===== src/hw/exu_pkg.sv =====
package exu_pkg;
	localparam logic [7:0] ADDR_CTRL = 8'h00;
	localparam logic [7:0] ADDR_VTAB = 8'h04;
	localparam logic [7:0] ADDR_STAT = 8'h08;
	localparam logic [7:0] ADDR_PRI0 = 8'h10;
	localparam logic [7:0] ADDR_PRI7 = 8'h2c;
	localparam int CTRL_EN_LSB = 0;
	localparam int CTRL_SPLIT_LSB = 8;
	localparam int CTRL_SWRST_BIT = 16;
	localparam int VTAB_LSB = 7;
	localparam int PRI_LSB = 5;
	localparam logic [31:0] VTAB_RST = 32'h0000_0000;
	localparam logic [4:0] EXC_RESET = 5'h01;
	localparam logic [4:0] EXC_NMI = 5'h02;
	localparam logic [4:0] EXC_HARD = 5'h03;
	localparam logic [4:0] EXC_MEM = 5'h04;
	localparam logic [4:0] EXC_BUS = 5'h05;
	localparam logic [4:0] EXC_USAGE = 5'h06;
	localparam logic [4:0] EXC_SVC = 5'h0b;
	localparam logic [4:0] EXC_DBG = 5'h0c;
	localparam logic [4:0] EXC_PSVC = 5'h0e;
	localparam logic [4:0] EXC_TICK = 5'h0f;
	localparam logic [4:0] EXC_EXT0 = 5'h10;
	localparam logic [31:0] CONFIG_MASK = 32'hffffd870;
	localparam logic [2:0] LAST_WORD = 3'h7;
	localparam logic [31:0] FRAME_BYTES = 32'h0000_0020;
	localparam logic [8:0] THREAD_PRE = 9'h1ff;
	typedef enum logic [1:0] {
		EXU_RUN = 2'b00,
		EXU_PUSH = 2'b01,
		EXU_VEC = 2'b11,
		EXU_POP = 2'b10
	} exu_state_type;
	typedef struct packed {
		logic        push;
		logic        pop;
		logic [2:0]  idx;
		logic [31:0] addr;
	} exu_stack_type;
	typedef struct packed {
		logic        req;
		logic [31:0] addr;
	} exu_vec_type;
endpackage : exu_pkg


===== src/hw/exu_core.sv =====
// Design decisions made here: the APB register port and the register offsets.
`timescale 1ns/1ps
`default_nettype none
// What this block does
// - Among exceptions pending together, the most urgent one is serviced first.
// - Reset, NMI and hard fault hold fixed priorities -3, -2, -1 above all.
// - A disabled memory, bus or usage fault is escalated to hard fault.
// - A fault blocked by equal or higher running priority escalates to hard fault.
// - Exception numbers: 4,5,6 faults, 11,12,14,15 system, 16 up external.
// - Configurable priority: lower value is more urgent, zero most urgent.
// - On equal priority the smaller exception number wins.
// - Three priority bits kept in bits seven to five; low five read zero.
// - Split select divides field; compare pre-emption, then sub, then number.
// - Entry saves PC, status word, r0-r3, r12 and link register to stack.
// - After the entry save the stack pointer is eight words lower.
// - Vector base resets to zero and is relocatable by software.
// - A late, more urgent exception takes the vector without saving again.
// - An arrival with a more urgent pre-emption field pre-empts the running handler.
// - On return, an outranking pending exception is entered without pop or push.
// - Otherwise return resumes the most recently stacked handler.
// - With nothing pending or stacked, return resumes the background program.
// - Exit restores eight registers and raises the stack pointer.
// - Exit reloads the active exception number from the restored status word.
// - Handler mode uses the main stack; thread mode may use either.
// - Execute-never fetches and fault-region accesses raise fault exceptions.
module exu_core
	import exu_pkg::*;
(
	// Clock and reset.
	input  wire logic          clk,
	input  wire logic          arst_n,
	// APB slave.
	input  wire logic          psel,
	input  wire logic          penable,
	input  wire logic          pwrite,
	input  wire logic [7:0]    paddr,
	input  wire logic [31:0]   pwdata,
	output var  logic          pready,
	output var  logic [31:0]   prdata,
	output var  logic          pslverr,
	// Exception sources.
	input  wire logic          nmi_req,
	input  wire logic [2:0]    fault_req,
	input  wire logic          execute_never_fetch,
	input  wire logic          fault_region_access,
	input  wire logic          supervisor_call,
	input  wire logic          debug_monitor_req,
	input  wire logic          pendable_service_request,
	input  wire logic          system_tick_timer,
	input  wire logic [15:0]   irq,
	// Core handshake.
	input  wire logic          handler_start,
	input  wire logic          exc_return,
	input  wire logic          return_use_psp,
	input  wire logic          pop_status_valid,
	input  wire logic [8:0]    pop_status_word,
	input  wire logic          init_msp_valid,
	input  wire logic [31:0]   init_msp,
	input  wire logic          thread_use_psp,
	input  wire logic [31:0]   thread_psp,
	// Core commands and state.
	output var  exu_stack_type stk_ff,
	output var  exu_vec_type   vec_ff,
	output var  logic [4:0]    active_num_ff,
	output var  logic          handler_mode_ff,
	output var  logic          psp_sel_ff,
	output var  logic          software_reset_request_ff
);
	function automatic logic [21:0] rank(input logic [4:0] n, input logic [2:0] p,
		input logic [2:0] split);
		logic [7:0] pri8;
		logic [7:0] pmask;
		pri8 = {p, 5'h00};
		pmask = (8'hff << split) << 1;
		if (n == EXC_RESET)
			rank = {9'h000, 8'h00, n};
		else if (n == EXC_NMI)
			rank = {9'h001, 8'h00, n};
		else if (n == EXC_HARD)
			rank = {9'h002, 8'h00, n};
		else
			rank = {1'b1, pri8 & pmask, pri8 & ~pmask, n};
	endfunction : rank

	exu_state_type state_ff;
	exu_state_type nxt_state;
	logic [31:0]   pend_ff;
	logic [31:0]   active_ff;
	logic [2:0]    pri_ff [32];
	logic [2:0]    fault_en_ff;
	logic [2:0]    split_ff;
	logic [24:0]   vtab_ff;
	logic [4:0]    sel_ff;
	logic [2:0]    cnt_ff;
	logic [8:0]    psw_ff;
	logic [31:0]   msp_ff;
	logic [31:0]   psp_ff;
	logic          pready_ff;
	logic [31:0]   prdata_ff;
	logic          pslverr_ff;
	logic [21:0]   best_key;
	logic [4:0]    best_num;
	logic          any_pend;
	logic [8:0]    stacked_pre;
	logic [31:0]   set_vec;

	// Arbitration keys: pre-emption, then sub-priority, then number.
	always_comb
	begin
		logic [21:0] k;
		k = '1;
		best_key = '1;
		best_num = 5'h00;
		stacked_pre = THREAD_PRE;
		for (int i = 1; i < 32; i++)
		begin
			k = rank(5'(i), pri_ff[i], split_ff);
			if (pend_ff[i] && k < best_key)
			begin
				best_key = k;
				best_num = 5'(i);
			end
			if (active_ff[i] && 5'(i) != active_num_ff && k[21:13] < stacked_pre)
				stacked_pre = k[21:13];
		end
	end

	wire       apb_acc = psel && penable && pready_ff;
	wire       apb_wr = apb_acc && pwrite;
	wire       pri_hit = paddr[7:2] >= ADDR_PRI0[7:2] && paddr[7:2] <= ADDR_PRI7[7:2];
	wire [2:0] pri_word = 3'(paddr[7:2] - ADDR_PRI0[7:2]);
	wire       reg_hit = pri_hit || paddr[7:2] <= ADDR_STAT[7:2];
	assign any_pend = best_key != '1;
	wire [21:0] cur_key = rank(active_num_ff, pri_ff[active_num_ff], split_ff);
	wire [8:0] cur_pre = handler_mode_ff ? cur_key[21:13] : THREAD_PRE;
	wire       take = any_pend && best_key[21:13] < cur_pre;
	wire       late = any_pend && best_key < rank(sel_ff, pri_ff[sel_ff], split_ff);
	wire       chain = any_pend && best_key[21:13] < stacked_pre;
	wire [31:0] sp_cur = psp_sel_ff ? psp_ff : msp_ff;
	wire [2:0] fault_raw = {fault_req[2], fault_req[1] | fault_region_access,
		fault_req[0] | execute_never_fetch};

	// Fault escalation: disabled or blocked faults become hard faults.
	always_comb
	begin
		logic [4:0]  fn;
		logic [21:0] fk;
		fn = EXC_MEM;
		fk = '0;
		set_vec = 32'h0000_0000;
		for (int f = 0; f < 3; f++)
		begin
			fn = EXC_MEM + 5'(f);
			fk = rank(fn, pri_ff[fn], split_ff);
			if (fault_raw[f])
			begin
				if (!fault_en_ff[f] || fk[21:13] >= cur_pre)
					set_vec[EXC_HARD] = 1'b1;
				else
					set_vec[fn] = 1'b1;
			end
		end
		set_vec[EXC_NMI] = set_vec[EXC_NMI] | nmi_req;
		set_vec[EXC_SVC] = supervisor_call;
		set_vec[EXC_DBG] = debug_monitor_req;
		set_vec[EXC_PSVC] = pendable_service_request;
		set_vec[EXC_TICK] = system_tick_timer;
		set_vec[31:16] = irq;
	end

	always_comb
	begin
		nxt_state = state_ff;
		unique case (state_ff)
			EXU_RUN:
				if (exc_return && handler_mode_ff)
					nxt_state = chain ? EXU_VEC : EXU_POP;
				else if (take)
					nxt_state = EXU_PUSH;
			EXU_PUSH:
				if (cnt_ff == LAST_WORD)
					nxt_state = EXU_VEC;
			EXU_VEC:
				if (handler_start)
					nxt_state = EXU_RUN;
			EXU_POP:
				if (cnt_ff == LAST_WORD)
					nxt_state = EXU_RUN;
		endcase
	end

	always_ff @(posedge clk or negedge arst_n)
	begin
		if (!arst_n)
			state_ff <= EXU_VEC;
		else
			state_ff <= nxt_state;
	end

	// Pending and active tracking; a new request beats the clear on entry.
	always_ff @(posedge clk or negedge arst_n)
	begin
		if (!arst_n)
		begin
			pend_ff <= 32'h0000_0000;
			active_ff <= 32'h0000_0000;
		end
		else
		begin
			pend_ff <= (pend_ff & ~((state_ff == EXU_VEC && handler_start) ?
				(32'h1 << sel_ff) : 32'h0)) | set_vec;
			if (state_ff == EXU_VEC && handler_start && sel_ff != EXC_RESET)
				active_ff <= active_ff | (32'h1 << sel_ff);
			else if (state_ff == EXU_RUN && exc_return && handler_mode_ff)
				active_ff <= active_ff & ~(32'h1 << active_num_ff);
		end
	end

	// Selected exception, frame counter and restored status.
	always_ff @(posedge clk or negedge arst_n)
	begin
		if (!arst_n)
		begin
			sel_ff <= EXC_RESET;
			cnt_ff <= 3'h0;
			psw_ff <= 9'h000;
		end
		else
		begin
			cnt_ff <= (state_ff == EXU_PUSH || state_ff == EXU_POP) ? cnt_ff + 3'h1 : 3'h0;
			if (state_ff == EXU_RUN && (take || (exc_return && chain)))
				sel_ff <= best_num;
			else if ((state_ff == EXU_PUSH || state_ff == EXU_VEC) && late)
				sel_ff <= best_num;
			if (pop_status_valid)
				psw_ff <= pop_status_word;
		end
	end

	// Stack pointers and mode.
	always_ff @(posedge clk or negedge arst_n)
	begin
		if (!arst_n)
		begin
			msp_ff <= 32'h0000_0000;
			psp_ff <= 32'h0000_0000;
			psp_sel_ff <= 1'b0;
			handler_mode_ff <= 1'b0;
			active_num_ff <= 5'h00;
		end
		else
		begin
			if (init_msp_valid)
				msp_ff <= init_msp;
			else if (!psp_sel_ff && state_ff == EXU_PUSH && cnt_ff == LAST_WORD)
				msp_ff <= msp_ff - FRAME_BYTES;
			else if (!psp_sel_ff && state_ff == EXU_POP && cnt_ff == LAST_WORD)
				msp_ff <= msp_ff + FRAME_BYTES;
			if (thread_use_psp && !handler_mode_ff && state_ff == EXU_RUN)
				psp_ff <= thread_psp;
			else if (psp_sel_ff && state_ff == EXU_PUSH && cnt_ff == LAST_WORD)
				psp_ff <= psp_ff - FRAME_BYTES;
			else if (psp_sel_ff && state_ff == EXU_POP && cnt_ff == LAST_WORD)
				psp_ff <= psp_ff + FRAME_BYTES;
			if (state_ff == EXU_VEC && handler_start)
			begin
				// The reset handler is the background program, so it must not block later entries.
				handler_mode_ff <= sel_ff != EXC_RESET;
				active_num_ff <= (sel_ff == EXC_RESET) ? 5'h00 : sel_ff;
				psp_sel_ff <= 1'b0;
			end
			else if (state_ff == EXU_RUN && !handler_mode_ff)
				psp_sel_ff <= thread_use_psp;
			else if (state_ff == EXU_POP && cnt_ff == LAST_WORD)
			begin
				active_num_ff <= psw_ff[4:0];
				handler_mode_ff <= psw_ff[4:0] != 5'h00;
				psp_sel_ff <= psw_ff[4:0] == 5'h00 && return_use_psp;
			end
		end
	end

	// Stack and vector commands to the core.
	always_ff @(posedge clk or negedge arst_n)
	begin
		if (!arst_n)
		begin
			stk_ff <= '0;
			vec_ff <= '0;
		end
		else
		begin
			stk_ff.push <= state_ff == EXU_PUSH;
			stk_ff.pop <= state_ff == EXU_POP;
			stk_ff.idx <= cnt_ff;
			stk_ff.addr <= (state_ff == EXU_POP) ? sp_cur + {27'h0, cnt_ff, 2'b00} :
				sp_cur - FRAME_BYTES + {27'h0, cnt_ff, 2'b00};
			vec_ff.req <= state_ff == EXU_VEC && !handler_start;
			vec_ff.addr <= {vtab_ff, 7'h00} + {25'h0, sel_ff, 2'b00};
		end
	end

	// APB register file with one wait state.
	always_ff @(posedge clk or negedge arst_n)
	begin
		if (!arst_n)
		begin
			fault_en_ff <= 3'h0;
			split_ff <= 3'h0;
			vtab_ff <= VTAB_RST[31:VTAB_LSB];
			software_reset_request_ff <= 1'b0;
			pready_ff <= 1'b0;
			prdata_ff <= 32'h0000_0000;
			pslverr_ff <= 1'b0;
			for (int i = 0; i < 32; i++)
				pri_ff[i] <= 3'h0;
		end
		else
		begin
			pready_ff <= psel && penable && !pready_ff;
			pslverr_ff <= psel && penable && !pready_ff && !reg_hit;
			if (apb_wr && paddr[7:2] == ADDR_CTRL[7:2])
			begin
				fault_en_ff <= pwdata[CTRL_EN_LSB +: 3];
				split_ff <= pwdata[CTRL_SPLIT_LSB +: 3];
				software_reset_request_ff <= pwdata[CTRL_SWRST_BIT];
			end
			if (apb_wr && paddr[7:2] == ADDR_VTAB[7:2])
				vtab_ff <= pwdata[31:VTAB_LSB];
			for (int b = 0; b < 4; b++)
				if (apb_wr && pri_hit && CONFIG_MASK[{pri_word, 2'(b)}])
					pri_ff[{pri_word, 2'(b)}] <= pwdata[8*b+PRI_LSB +: 3];
			prdata_ff <= 32'h0000_0000;
			if (psel && !pwrite && !pready_ff)
			begin
				if (paddr[7:2] == ADDR_CTRL[7:2])
					prdata_ff <= {15'h0, software_reset_request_ff, 5'h0, split_ff,
						5'h0, fault_en_ff};
				else if (paddr[7:2] == ADDR_VTAB[7:2])
					prdata_ff <= {vtab_ff, 7'h00};
				else if (paddr[7:2] == ADDR_STAT[7:2])
					prdata_ff <= {11'h000, state_ff, handler_mode_ff, psp_sel_ff, any_pend,
						best_num, 6'h0, active_num_ff};
				else if (pri_hit)
					for (int b = 0; b < 4; b++)
						prdata_ff[8*b +: 8] <= {pri_ff[{pri_word, 2'(b)}], 5'h00};
			end
		end
	end

	assign pready = pready_ff;
	assign prdata = prdata_ff;
	assign pslverr = pslverr_ff;
endmodule : exu_core
`default_nettype wire


===== config.mk =====
export PLATFORM = sky130hd
export DESIGN_NAME = exu_core
export DESIGN_NICKNAME = d
export VERILOG_FILES = /design/src/hw/exu_pkg.sv /design/src/hw/exu_core.sv
export SDC_FILE = /design/constraint.sdc
export NUM_CORES = 2
export LEC_CHECK = 0
export BUFFER_PORTS_ARGS = -buffer_cell sky130_fd_sc_hd__buf_2
export CAP_MARGIN = 20
export CORE_MARGIN = 5
export CORE_UTILIZATION = 65
export CTS_CLUSTER_DIAMETER = 150
export CTS_CLUSTER_SIZE = 10
export DETAILED_ROUTE_END_ITERATION = 8
export HOLD_SLACK_MARGIN = 0.05
export PLACE_DENSITY = 0.85
export SYNTH_ARGS = -nofsm -noshare
export SYNTH_HDL_FRONTEND = slang
export SYNTH_SLANG_ARGS = --single-unit

===== constraint.sdc =====
create_clock -name clk -period 82 [get_ports clk]
set_clock_uncertainty 0.15 [all_clocks]
set_input_delay 4.1 -clock clk [delete_from_list [all_inputs] [get_ports clk]]
set_output_delay 4.1 -clock clk [all_outputs]
set_load 0.02 [all_outputs]

==> summary.txt <==
Run status
  • Outcome: completed

Critical path
  • CP Capture Type: flop
  • Critical Path End: sel_ff[3]
  • Worst r2r src: split_ff[2]
  • CP most frequent cell: ha_1
  • Setup CP Type: flop to flop
  • Crit Path Max Fanout: 27
  • Flop-to-flop setup slack: 22,410 ps
  • Worst path slowest cell: a2111oi_0
  • CP Depth: 223
  • Crit path required time: 82,310 ps
  • CP top delay family: compound AO/OA/AOI/OAI gates
  • Worst path buffer plus inverter count: 10
  • Critical Path Source: split_ff[2]
  • Worst Path Arrival: 59,900 ps
  • Max incr delay on CP: 880 ps
  • R2R cell count: 223
  • FF-to-FF End: sel_ff[3]
  • Crit start category: flop

Timing
  • Final hold violation count: 0
  • Worst-margin pin slew: 1303 ps
  • Fin Setup TNS: 0 ps
  • Maximum clock rate: 0.01678 GHz
  • Rel. slew slack: 0.1252
  • Final worst path period need: 59,590 ps
  • Setup violators final: 0
  • Fin. max-slew vios: 0
  • RSZ-0062 raised after global routing: false
  • Final Cycle Share: 0.7268

Clock network
  • CTS Buf Count: 43
  • H-tree depth: 2
  • Setup Buffers After CTS: 0
  • Root buffer cell: clkbuf_16
  • Clock buffer depth: 3
  • PostCTS Resize Cnt: 0
  • Clock slew at reported path FFs: 70 ps
  • TritonCTS clock tree: built
  • Skew-Pair Late Insertion Delay: 600 ps
  • Clk sinks: 378
  • Hold_buf cts: 0

Logic synthesis
  • Synthesized area: 33,530 sq um
  • Yosys cell types: 125
  • Share of the synthesized area in the top cell type: 0.2799
  • Synth Flop Type: dfrtp_1
  • Post-synth EDFFs: 0
  • Top cells by area, synth: dfrtp_1, ha_1, mux2_2, mux4_2, nand2_1
  • Synth Warn #: 0
  • Post-synth ARST share: 1.000
  • Post-Syn Instances: 3,851
  • Synth area leader: dfrtp_1
  • Seq/Total Area, Yosys: 0.2822
  • Avg Inst Size Synth: 8.706 sq um
  • Synthesized flop and latch total: 378

Global routing
  • Global route overflow: 0
  • Largest net degree at the start of global routing: 123
  • Antenna violations before repair: 12
  • Gr usage total: 0.4056
  • Number of global-route vias before repair: 31,734
  • First-pass GRT wire length: 180.8 mm

Final layout
  • Share of layout cells above drive strength 1: 0.1801
  • Layout area overhead: 9.143%
  • Fill cells: 3,849
  • Layout Cells excl Fill: 4,723
  • Nets: 4,466

Die
  • Die width: 237.1 um
  • CORE AREA: 51,200 sq um
  • # IOs: 262
  • Initial core utilization: 0.6549
  • Standard-cell rows: 83
  • Die area: 56,220 sq um
  • Die height: 237.1 um

Flow run
  • Max_cap viols: 0

Route
  • Drt total wl: 119.0 mm
  • Drt via density: 6.964
  • Post-route ant nets: 0
  • Initial DRC Count: 3,920
  • Wirelength per Cell: 25.20 um
  • # DRC: 0
  • Vias: 32,890
  • DRT Pass-1 Iters: 8

Pwr
  • P per Cell Area: 16.63 nW/um^2
  • Power, Total: 0.0006086 W
  • Maximum vdd drop: 0.01807 mV
  • Leakage: 17.16 nW

Place
  • Number of port buffers: 251
  • Routability cong.: 1.051
  • Placed insts: 4,642
  • Post-detail-place hpwl: 88.16 mm

Worst hold path
  • Tightest Hold Check Type: flop to flop
final cells by class:
class,instances,area [sq um],area share
Inverter,207,777.0,0.02123
Clock inverter,3,55.05,0.001504
Antenna cell,7,17.52,0.0004787
Multi-Input combinational cell,3085,22610,0.6179
Tap cell,680,850.8,0.02325
Timing Repair Buffer,298,1647,0.04500
Clock buffer,65,1169,0.03194
Sequential cell,378,9465,0.2587
logic make-up (layout without fill, tap and decap cells):
kind of cell | after synthesis | in the layout | share of synthesized area
other | 1 | 9 | 0.0001118
XOR/XNOR | 88 | 88 | 0.02321
AND/OR/NAND/NOR | 1298 | 1298 | 0.1873
flip-flops | 378 | 378 | 0.2822
multiplexers | 337 | 337 | 0.1358
adder cells (fa/ha/maj) | 303 | 303 | 0.1137
AO/OA/AOI/OAI | 1057 | 1057 | 0.2132
buffers and inverters | 389 | 573 | 0.04434
placed cells by master (no fill, tap or decap), types with 32 or more instances in the layout:
| master | Yosys | layout |
|---|---|---|
| o21ai_0 | 247 | 247 |
| inv_1 | 205 | 205 |
| a31oi_1 | 32 | 32 |
| xnor2_1 | 63 | 63 |
| mux2_2 | 199 | 199 |
| a21oi_1 | 261 | 261 |
| nor3_1 | 67 | 66 |
| nand2b_1 | 44 | 44 |
| nand3_1 | 77 | 76 |
| dfrtp_1 | 375 | 373 |
| nand2_1 | 437 | 436 |
| and3_1 | 53 | 53 |
| mux2i_1 | 62 | 62 |
| buf_2 | 8 | 251 |
| mux4_2 | 74 | 74 |
| clkbuf_16 | 0 | 43 |
| a21o_1 | 95 | 95 |
| ha_1 | 300 | 300 |
| o21a_1 | 56 | 55 |
| nor2_1 | 342 | 342 |
| and2_1 | 77 | 77 |
| buf_4 | 4 | 42 |
how the worst min path moves through the flow:
stage                  to  slack [ps]  cells after the start  startpoint
6_report       pri_ff[90]         230                      0  pri_ff[90]
5_1_grt        pri_ff[92]         240                      0  pri_ff[92]
4_1_cts        pri_ff[92]         230                      0  pri_ff[92]
3_5_place_dp   pri_ff[92]         210                      0  pri_ff[92]
3_3_place_gp   pri_ff[90]         210                      0  pri_ff[90]
2_1_floorplan   vec_ff[5]         200                      0   sel_ff[3]
power by group:
part | internal, W | switching, W
clock network | 0.0000981 | 0.0000819
logic | 0.0000718 | 0.000131
registers | 0.000209 | 0.0000173
total | 0.000379 | 0.000230
sequential cells by signal, summed over array words and instances, names as in the netlist, 5 cells and up:
signal,cells
prdata,32
sel_ff,5
pend_ff,31
pri_ff,96
vtab_ff,25
psw_ff,5
msp_ff,32
psp_ff,32
active_num_ff,5
active_ff,31
stk_ff,37
vec_ff,31
cell usage after synthesis, drive strengths merged, types with 63 or more instances:
library cell  number
nand2            437
dfrtp            375
nor2             344
ha               300
o21ai            266
a21oi            264
inv              207
mux2             200
clkbuf           154
a21o              95
nand3             78
and2              77
mux4              74
nor3              72
xnor2             64
mux2i             63
worst reg2reg max path, delay by kind of cell (launching register included):
kind,cells,cell delay [ps]
simple gates,68,15520
mux,10,3640
compound gates,107,29040
buf+inv,10,2540
flops,1,330
fa+ha+maj,28,8250
metal layers:
layer / vias to the layer above / GRT usage / wire length, um
li1: 14438 / - / -
met1: 15554 / 0.4954 / 42570
met5: - / 0.003367 / 70
met4: 10 / 0.2720 / 10350
met2: 2223 / 0.6166 / 51240
met3: 665 / 0.1287 / 14790
stage by stage:
stage	utilization	cell area (sq um)	hold WS [ps]	worst slack, ps
6_report	0.7147	36590	232.2	22410
3_5_place_dp	0.6891	35280	214.5	22610
5_1_grt	0.7146	36590	244.7	18360
2_1_floorplan	-	33530	201.9	29410
4_1_cts	0.7130	36500	226.6	22220
3_3_place_gp	0.6891	35280	211.5	23180
(Power assumes the default switching activity.)
